==> src/rtl/dlb_defines.vh <==
// constants for the diagnostic lamp blinker
// assumes a 10 MHz mclk_in; times are in milliseconds
`ifndef DLB_DEFINES_VH
`define DLB_DEFINES_VH
`define DLB_CLK_HZ 10000000
`define DLB_TICK_CYC 10000
`define DLB_BOOT_CYC 2'h2
`define DLB_LEAD_ON_MS 3000
`define DLB_DIGIT_GAP_MS 2000
`define DLB_PULSE_ON_MS 300
`define DLB_PULSE_OFF_MS 300
`define DLB_PULSE_GAP_MS 300
`define DLB_ST_RUN 3'h0
`define DLB_ST_LEAD 3'h1
`define DLB_ST_HI_ON 3'h2
`define DLB_ST_HI_OFF 3'h3
`define DLB_ST_HI_GAP 3'h4
`define DLB_ST_LO_ON 3'h5
`define DLB_ST_LO_OFF 3'h6
`define DLB_ST_LO_GAP 3'h7
`endif

==> src/rtl/dlb_sync.v <==
// two-flop synchroniser for a bus of level inputs
// assumes inputs are asynchronous to clk_in
`default_nettype none
module dlb_sync #(
  parameter W = 1
) (
  input wire clk_in,
  input wire rst_n_in,
  input wire [W-1:0] d_in,
  output reg [W-1:0] q_out
);
  reg [W-1:0] meta_r;
  always @(posedge clk_in or negedge rst_n_in)
  begin
    if (!rst_n_in)
    begin
      meta_r <= {W{1'b0}};
      q_out <= {W{1'b0}};
    end
    else
    begin
      meta_r <= d_in;
      q_out <= meta_r;
    end
  end
endmodule
`default_nettype wire

==> src/rtl/dlb_blinker.v <==
// ready and fault lamp sequencer for the off-line diagnostics
// assumes the test engine reports pass/error as async levels or pulses
//
// Overview of operation
// - the test selected by the jumpers is started straight after reset with no trigger.
// - every error-free pass inverts the ready lamp.
// - passes repeat without limit while no error is seen.
// - an error stops testing, turns the ready lamp off and starts the fault blink loop.
// - each blink loop begins with the fault lamp on for three seconds.
// - then the upper hex digit is shown as short pulses, followed by two seconds off.
// - then the lower digit as short pulses, two seconds off, and the loop restarts.
// - the loop only ends on power removal or a new diagnostic start.
// - the blinked code is the same code reported in the extended status byte.
`default_nettype none
`include "dlb_defines.vh"
module dlb_blinker #(
  parameter PULSE_ON_MS = `DLB_PULSE_ON_MS,
  parameter PULSE_OFF_MS = `DLB_PULSE_OFF_MS,
  parameter PULSE_GAP_MS = `DLB_PULSE_GAP_MS,
  parameter TICK_CYC = `DLB_TICK_CYC
) (
  input wire mclk_in,
  input wire rst_n_in,
  input wire [4:0] test_select_jumpers_in,
  input wire restart_in,
  input wire pass_done_in,
  input wire error_in,
  input wire [7:0] error_code_in,
  output reg [4:0] test_select_out,
  output reg test_run_out,
  output reg ready_lamp_out,
  output reg fault_lamp_out,
  output reg [7:0] status_code_out
);
  wire [4:0] jmp_s;
  wire [2:0] ev_s;
  dlb_sync #(.W(8)) u_sync (
    .clk_in(mclk_in),
    .rst_n_in(rst_n_in),
    .d_in({test_select_jumpers_in, restart_in, pass_done_in, error_in}),
    .q_out({jmp_s, ev_s})
  );
  reg [2:0] ev_d_r;
  wire restart_p = ev_s[2] & ~ev_d_r[2];
  wire pass_p = ev_s[1] & ~ev_d_r[1];
  wire err_p = ev_s[0] & ~ev_d_r[0];
  // code is held by the test engine while error is high, sampled at the error edge
  wire [7:0] code_s;
  dlb_sync #(.W(8)) u_sync_code (
    .clk_in(mclk_in),
    .rst_n_in(rst_n_in),
    .d_in(error_code_in),
    .q_out(code_s)
  );
  // state codes of the lamp sequencer
  localparam [2:0] ST_RUN = `DLB_ST_RUN;
  localparam [2:0] ST_LEAD = `DLB_ST_LEAD;
  localparam [2:0] ST_HI_ON = `DLB_ST_HI_ON;
  localparam [2:0] ST_HI_OFF = `DLB_ST_HI_OFF;
  localparam [2:0] ST_HI_GAP = `DLB_ST_HI_GAP;
  localparam [2:0] ST_LO_ON = `DLB_ST_LO_ON;
  localparam [2:0] ST_LO_OFF = `DLB_ST_LO_OFF;
  localparam [2:0] ST_LO_GAP = `DLB_ST_LO_GAP;
  // countdown loads: one less than the length, as the zero count is the last tick
  localparam [13:0] TICK_LAST = TICK_CYC - 1;
  localparam [11:0] LEAD_LD = `DLB_LEAD_ON_MS - 1;
  localparam [11:0] DIGIT_GAP_LD = `DLB_DIGIT_GAP_MS - 1;
  localparam [11:0] PULSE_ON_LD = PULSE_ON_MS - 1;
  localparam [11:0] PULSE_OFF_LD = PULSE_OFF_MS - 1;
  localparam [11:0] PULSE_GAP_LD = PULSE_GAP_MS - 1;
  // one-ms enable pulse
  reg [13:0] tick_cnt_r;
  reg tick_r;
  always @(posedge mclk_in or negedge rst_n_in)
  begin
    if (!rst_n_in)
    begin
      tick_cnt_r <= 14'h0000;
      tick_r <= 1'b0;
    end
    else if (tick_cnt_r == TICK_LAST)
    begin
      tick_cnt_r <= 14'h0000;
      tick_r <= 1'b1;
    end
    else
    begin
      tick_cnt_r <= tick_cnt_r + 14'h0001;
      tick_r <= 1'b0;
    end
  end
  // hold the launch until the jumper synchroniser shows pin values, not its reset value
  reg [1:0] boot_r;
  reg started_r;
  wire launch_w = (!started_r && (boot_r == `DLB_BOOT_CYC)) || restart_p;
  always @(posedge mclk_in or negedge rst_n_in)
  begin
    if (!rst_n_in)
      boot_r <= 2'h0;
    else if (boot_r != `DLB_BOOT_CYC)
      boot_r <= boot_r + 2'h1;
  end
  reg [2:0] st_r;
  reg [11:0] ms_r;
  reg [3:0] left_r;
  // an interval runs out on the tick that finds its countdown at zero
  wire ms_done = tick_r && (ms_r == 12'h000);
  // digit shown next: upper after the lead, lower after the upper digit's gap
  wire [3:0] digit_w = (st_r == ST_LEAD) ? status_code_out[7:4] : status_code_out[3:0];
  always @(posedge mclk_in or negedge rst_n_in)
  begin
    if (!rst_n_in)
    begin
      // lamps dark and test idle until the launch
      ev_d_r <= 3'h0;
      st_r <= ST_RUN;
      ms_r <= 12'h000;
      left_r <= 4'h0;
      started_r <= 1'b0;
      test_select_out <= 5'h00;
      test_run_out <= 1'b0;
      ready_lamp_out <= 1'b0;
      fault_lamp_out <= 1'b0;
      status_code_out <= 8'h00;
    end
    else
    begin
      ev_d_r <= ev_s;
      if (launch_w)
      begin
        // latch jumpers and launch the chosen test
        started_r <= 1'b1;
        test_select_out <= jmp_s;
        test_run_out <= 1'b1;
        st_r <= ST_RUN;
        fault_lamp_out <= 1'b0;
        ready_lamp_out <= 1'b0;
      end
      else if (st_r == ST_RUN)
      begin
        // an error halts the test and starts the blink loop
        if (err_p)
        begin
          test_run_out <= 1'b0;
          ready_lamp_out <= 1'b0;
          fault_lamp_out <= 1'b1;
          status_code_out <= code_s;
          ms_r <= LEAD_LD;
          st_r <= ST_LEAD;
        end
        else if (pass_p)
          ready_lamp_out <= ~ready_lamp_out;
      end
      else if (ms_done)
      begin
        // interval over: step to the next part of the blink loop
        case (st_r)
          ST_LEAD, ST_HI_GAP:
          begin
            // a zero digit skips its pulses and goes to the long gap
            left_r <= digit_w;
            fault_lamp_out <= 1'b0;
            if (digit_w == 4'h0)
            begin
              ms_r <= DIGIT_GAP_LD;
              st_r <= (st_r == ST_LEAD) ? ST_HI_GAP : ST_LO_GAP;
            end
            else
            begin
              ms_r <= PULSE_GAP_LD;
              st_r <= (st_r == ST_LEAD) ? ST_HI_OFF : ST_LO_OFF;
            end
          end
          ST_HI_OFF, ST_LO_OFF:
          begin
            if (left_r == 4'h0)
            begin
              ms_r <= DIGIT_GAP_LD;
              st_r <= (st_r == ST_HI_OFF) ? ST_HI_GAP : ST_LO_GAP;
            end
            else
            begin
              // light the next pulse of this digit
              fault_lamp_out <= 1'b1;
              left_r <= left_r - 4'h1;
              ms_r <= PULSE_ON_LD;
              st_r <= (st_r == ST_HI_OFF) ? ST_HI_ON : ST_LO_ON;
            end
          end
          ST_HI_ON, ST_LO_ON:
          begin
            fault_lamp_out <= 1'b0;
            // last pulse goes straight to the long gap
            if (left_r == 4'h0)
            begin
              ms_r <= DIGIT_GAP_LD;
              st_r <= (st_r == ST_HI_ON) ? ST_HI_GAP : ST_LO_GAP;
            end
            else
            begin
              ms_r <= PULSE_OFF_LD;
              st_r <= (st_r == ST_HI_ON) ? ST_HI_OFF : ST_LO_OFF;
            end
          end
          ST_LO_GAP:
          begin
            // code shown: back to the lead-in
            fault_lamp_out <= 1'b1;
            ms_r <= LEAD_LD;
            st_r <= ST_LEAD;
          end
          default:
            st_r <= ST_RUN;
        endcase
      end
      else if (tick_r)
        ms_r <= ms_r - 12'h001;
    end
  end
endmodule
`default_nettype wire

==> config.mk <==
export PLATFORM = sky130hd
export DESIGN_NAME = dlb_blinker
export DESIGN_NICKNAME = d
export VERILOG_FILES = /design/src/rtl/dlb_sync.v /design/src/rtl/dlb_blinker.v
export VERILOG_INCLUDE_DIRS = /design/src /design/src/rtl
export SDC_FILE = /design/constraint.sdc
export NUM_CORES = 1
export LEC_CHECK = 0
export BUFFER_PORTS_ARGS = -buffer_cell sky130_fd_sc_hd__clkbuf_2
export CORE_UTILIZATION = 26
export CTS_BUF_LIST = sky130_fd_sc_hd__clkbuf_8
export DETAILED_ROUTE_END_ITERATION = 8
export GPL_ROUTABILITY_DRIVEN = 1
export PLACE_DENSITY = 0.51
export SLEW_MARGIN = 20
export SYNTH_ARGS = -nofsm -noshare
export SYNTH_HDL_FRONTEND = slang
export SYNTH_SLANG_ARGS = --single-unit
==> constraint.sdc <==
create_clock -name mclk_in -period 2.8 [get_ports mclk_in]
set_input_delay 0.28 -clock mclk_in [delete_from_list [all_inputs] [get_ports mclk_in]]
set_output_delay 0.28 -clock mclk_in [all_outputs]
set_load 0.1 [all_outputs]
==> results_dict.tcl, run 1 <==
set metrics [dict create \
    grt_pass1_wl_um 12600 \
    postSynthCellCount 334 \
    ant_nets 0 \
    worst_setup_path_start_kind "flop" \
    ys_ff_latch 88 \
    r2r-start "st_r[1]" \
    synth.most_common_cell "dfrtp_1" \
    grt.total_usage_pct 10.9 \
    cts_sinks 88 \
    setup_ws_ns 0.481 \
    async_reset_ff_share_pct 100 \
    grt_pass1_vias 2509 \
    htreeDepth 3 \
    gp_congestion 0.814 \
    drv_cap 0 \
    min_to "u_sync_code.meta_r[7]" \
    grt_max_degree 52 \
    setup_viol 0 \
    fin_crit_sh_pct 82.8 \
    final_hold_viol_count 0 \
    p_total_mw 3.17 \
    path_clk_slew_ns 0.09 \
    synth_top_area_share_pct 58.5 \
    routedWlPerCell_um 13.1 \
    wirelength_um 7450 \
    row_count 43 \
    irDropWorstVdd_uv 473 \
    hold_path.class "input port to flop" \
    critPathKind "flop to flop" \
    maxSlewViolCount 0 \
    fin_nets 405 \
    skew_ns 0.00822 \
    place_ws_ns 0.477 \
    cts_tree "yes" \
    overflow 0 \
    cts_made_buffers 9 \
    synth.distinct_cells 55 \
    min-delay-start "error_code_in[7]" \
    drive_above_1_share_pct 18.9 \
    die_w_um 122 \
    synth_edf_count 0 \
    crit_path_max_fanout 26 \
    rsz0062_at_grt "no" \
    dp_hpwl_um 5030 \
    antenna_found_initial 0 \
    tightest_slew_ns 0.727 \
    antenna_cells 0 \
    portBuffers 33 \
    drt-pass1-iter-count 5 \
    syn_nets 357 \
    core-area_sq_um 14000 \
    start_util_pct 26.9 \
    slew_headroom_pct 51.5 \
    synth_area_sq_um 3760 \
    yosys-top-cells-count "dfrtp_1 (88), nor2_1 (32), nand2_1 (24), o21ai_0 (18), inv_1 (14)" \
    required_ns 3.07 \
    min_period_ns 2.32 \
    worstHoldPathCells 1 \
    synth-warning-count 0 \
    clkLatencyLatePin_ns 0.36 \
    fmax_mhz 431 \
    power_density_nw_per_um2 703 \
    crit_arrival_ns 2.59 \
    dieArea_sq_um 15000 \
    clk_path_buf_depth 2 \
    r2r-end "ms_r[2]" \
    fp.dieH_um 122 \
    rrSetupSlack_ns 0.48 \
    synth_seq_area_share_pct 58.5 \
    status "complete, no violations" \
    drc 0 \
    post_cts_buffers 0 \
    ios 34 \
    cts_root_buf "clkbuf_8" \
    finalSetupTns_ns 0 \
    synth-main-ff-cell "dfrtp_1" \
    vias_per_cell 4.75 \
    synth.area.top_cells "dfrtp_1 (59%), mux2_2 (3.9%), nor2_1 (3.2%)" \
    cp-end-kind "flop" \
    synth_top_area_cell "dfrtp_1" \
    synthToLayoutAreaGrowth_pct 19.8 \
    drt_iter0_markers 177 \
    p_leak_nw 1.97 \
    syn_area_per_cell_sq_um 11.3 \
    dr_total_vias 2695 \
    r2r_cells 5 \
]
==> metrics by stage <==
stage               area [sq um]  instances  hold slack [ns]  utilization (%)
finish                      4510        567           0.0220             32.2
global route                4510        567          0.00336             32.2
CTS                         4500        566          0.00110             32.2
detailed placement          4130        536            0.335             29.5
global placement            4130        536            0.332             29.5
floorplan                   3760        334          -0.0156                -
==> placed cells by master (no fill, tap or decap), drive strengths merged, types with 7 or more instances in the layout <==
cell type and n:
a21oi 8, o21ai 19, inv 17, nor3 7
nand2 24, dfrtp 88, clkbuf 42, a31oi 7
nor2 32, nand3 10, mux2 13, dlygate4sd3 15
xor2 9
==> metal layers <==
layer	part of all wire [%]	up-vias	track usage, %
met5	0	-	0
met4	1.7	0	4.12
met3	5.0	8	3.16
met2	43	72	14.7
met1	50	1322	16.1
li1	-	1293	-
==> cell type report <==
| type | instances | area, sq um |
|---|---|---|
| clock buffers | 10 | 138 |
| clock inverters | 6 | 95.1 |
| fillers | 1405 | 9480 |
| inverters | 14 | 52.6 |
| multi-input cells | 217 | 1440 |
| flip-flops and latches | 88 | 2200 |
| well taps | 180 | 225 |
| repair buffers | 52 | 360 |
==> how the worst max path moves through the flow <==
stage	start	endpoint	slack (ns)	cells past startpoint
3_5_place_dp	st_r[1]	ms_r[2]	0.48	5
6_report	st_r[1]	ms_r[2]	0.48	5
4_1_cts	st_r[1]	ms_r[2]	0.46	5
2_1_floorplan	status_code_out[0]	ms_r[5]	0.66	5
5_1_grt	st_r[1]	ms_r[2]	0.07	5
3_3_place_gp	st_r[1]	ms_r[2]	0.60	5
==> repair_timing <==
| action | CTS | global route |
|---|---|---|
| resized for setup | 0 | 0 |
| hold buffers | 14 | 1 |
| hold endpoints to repair | 63 | 1 |
| setup endpoints to repair | 0 | 0 |
==> cell families (layout without fill, tap and decap cells) <==
logic type,count (synthesis),in the layout,share of synthesized area (%)
simple gates,107,107,14.5
mux,18,18,5.22
flops,88,88,58.5
xor+xnor,14,14,3.26
buf+inv,29,82,3.33
fa+ha+maj,5,5,1.66
compound gates,73,73,13.5
==> state kept, by name (all words and copies together) (netlist names) <==
register            count
st_r                    3
u_sync_code.meta_r      8
test_run_out            1
tick_cnt_r             14
ready_lamp_out          1
test_select_out         5
u_sync_code.q_out       8
u_sync.meta_r           8
left_r                  4
ms_r                   12
fault_lamp_out          1
tick_r                  1
ev_d_r                  3
started_r               1
boot_r                  2
u_sync.q_out            8
status_code_out         8
==> power breakdown <==
| part | switching [mW] | internal, mW | leakage (nW) |
|---|---|---|---|
| Combinational | 0.538 | 0.155 | 0.811 |
| Sequential | 0.0973 | 1.36 | 1.05 |
| Clock | 0.479 | 0.538 | 0.118 |
==> worst max-delay path, stage by stage, from the launching register on <==
cell	delay (ns)
dfrtp_1	0.66
nor3_1	0.42
nand2_1	0.22
a21oi_1	0.52
a21oi_1	0.13
a311oi_1	0.27
No activity file was read; power rests on OpenSTA's default activity.
==> inputs of run 2 (changes only) <==
--- a/config.mk
+++ b/config.mk
@@ -11,7 +11,7 @@
 export CTS_BUF_LIST = sky130_fd_sc_hd__clkbuf_8
 export DETAILED_ROUTE_END_ITERATION = 8
 export GPL_ROUTABILITY_DRIVEN = 1
-export PLACE_DENSITY = 0.51
+export PLACE_DENSITY = 0.53
 export SLEW_MARGIN = 20
 export SYNTH_ARGS = -nofsm -noshare
 export SYNTH_HDL_FRONTEND = slang
==> constraint.sdc (replaced) <==
create_clock -name mclk_in -period 2 [get_ports mclk_in]
set_input_delay 0.2 -clock mclk_in [delete_from_list [all_inputs] [get_ports mclk_in]]
set_output_delay 0.2 -clock mclk_in [all_outputs]
set_load 0.1 [all_outputs]
==> results_dict.tcl, run 2 (same netlist as run 1, synthesis figures left out) <==
set metrics [dict create \
    status "complete, no violations" \
    ant_nets 0 \
    reg.largest.list "tick_cnt_r x14, ms_r x12" \
    path_delay_family "simple AND/OR/NAND/NOR gates" \
    dp_hpwl_um 5330 \
    overflow 0 \
    path_clk_slew_ns 0.09 \
    cts_sinks 88 \
    dieArea_sq_um 15000 \
    critPathKind "flop to flop" \
    drv_cap 0 \
    min_period_ns 1.92 \
    largest_reg_flops 14 \
    drive_above_1_share_pct 28.3 \
    top_register "tick_cnt_r" \
    grt_max_degree 55 \
    clkLatencyLatePin_ns 0.36 \
    critPathSlowestCell "dfrtp_2" \
    cts_tree "yes" \
    fin_nets 431 \
    portBuffers 33 \
    vias_per_cell 4.70 \
    grt.total_usage_pct 11.3 \
    maxSlewViolCount 0 \
    clk_path_buf_depth 2 \
    antenna_found_initial 0 \
    gp_congestion 0.829 \
    skew_ns 0.0114 \
    mostFrequentLayoutCell "dfrtp_1" \
    required_ns 2.24 \
    wirelength_um 7680 \
    die_w_um 122 \
    grt_pass1_vias 2758 \
    row_count 43 \
    dr_total_vias 2788 \
    drc 0 \
    startpoint "ms_r[3]" \
    setup_viol 0 \
    cp-end-kind "flop" \
    grt_pass1_wl_um 13300 \
    cp_num_buf_inv 1 \
    cts_made_buffers 9 \
    r2r-start "ms_r[3]" \
    worst_setup_path_start_kind "flop" \
    p_leak_nw 2.09 \
    routedWlPerCell_um 13.0 \
    ios 34 \
    slew_headroom_pct 63.6 \
    core-area_sq_um 14000 \
    crit_path_max_fanout 6 \
    drt-pass1-iter-count 7 \
    drt_iter0_markers 177 \
    antenna_cells 0 \
    crit_arrival_ns 2.16 \
    setup_ws_ns 0.0794 \
    finalSetupTns_ns 0 \
    cts_root_buf "clkbuf_8" \
    fillCellCount 1417 \
    final_cell_mix "dfrtp_1 (79), clkbuf_2 (32), nor2_1 (31)" \
    cpPeakStageDelay_ns 0.43 \
    fp.dieH_um 122 \
    tightest_slew_ns 0.549 \
    irDropWorstVdd_uv 578 \
    crit_chain "nor3_4, buf_6, nand3_1, or2_2, o311a_1, a221o_1" \
    synthToLayoutAreaGrowth_pct 26.4 \
    final_hold_viol_count 0 \
    power_density_nw_per_um2 886 \
    place_ws_ns -0.0446 \
    fmax_mhz 521 \
    start_util_pct 26.9 \
    htreeDepth 3 \
    fin_crit_sh_pct 96.0 \
    hold_path.class "input port to async pin" \
]
## run 2: worst paths after layout
path	cells past startpoint	slack, ns	to
hold reg to reg	0	0.35	u_sync_code.q_out[1]
setup / recovery	6	0.08	ms_r[10]
min in group mclk_in	0	0.35	u_sync_code.q_out[1]
hold / removal	2	0.33	u_sync_code.meta_r[3]
setup reg to reg	6	0.08	ms_r[10]
max in group asynchronous	3	1.03	ms_r[3]
## run 2: report_power, final
group	switching, mW	internal [mW]	total, mW
logic	0.796	0.261	1.06
registers	0.104	1.92	2.02
clock network	0.617	0.518	1.13
total	1.52	2.70	4.21
## run 2: what timing repair did
action / 4_1_cts / 5_1_grt
setup buffers: 0 / 2
hold buffers: 17 / 0
endpoints found under the setup margin: 11 / 26
endpoints found under the hold margin: 50 / 0
pin swaps: 0 / 2
gates resized for setup: 3 / 16
## run 2: worst reg2reg max path, cell delays in order (launching register included)
cell     delay [ns]
dfrtp_2        0.43
nor3_4         0.27
buf_6          0.16
nand3_1        0.09
or2_2          0.31
o311a_1        0.29
a221o_1        0.26
## run 2: metrics by stage
step	cells	area (sq um)	util [%]	power, mW	hold slack [ns]
2_1_floorplan	334	3770	-	2.82	-0.0956
3_3_place_gp	558	4300	30.7	3.08	0.181
3_5_place_dp	558	4300	30.7	3.09	0.185
4_1_cts	591	4670	33.4	4.27	0.330
5_1_grt	593	4750	34.0	4.42	0.363
6_report	593	4750	34.0	4.21	0.329
## run 2: area by class of cell
| type | count | area [sq um] | share of cell area (%) |
|---|---|---|---|
| sequential | 88 | 2210 | 46.6 |
| multi-input combinational | 217 | 1520 | 31.9 |
| timing repair buffer | 78 | 564 | 11.9 |
| tap | 180 | 225 | 4.74 |
| clock buffer | 11 | 151 | 3.18 |
| inverter | 14 | 52.6 | 1.11 |
| clock inverter | 5 | 32.5 | 0.684 |
## run 2: metal layers
metal,global-route usage (%),routed length (um)
met5,0,0
met3,2.00,184
met4,5.26,157
met2,16.9,3550
met1,15.7,3800
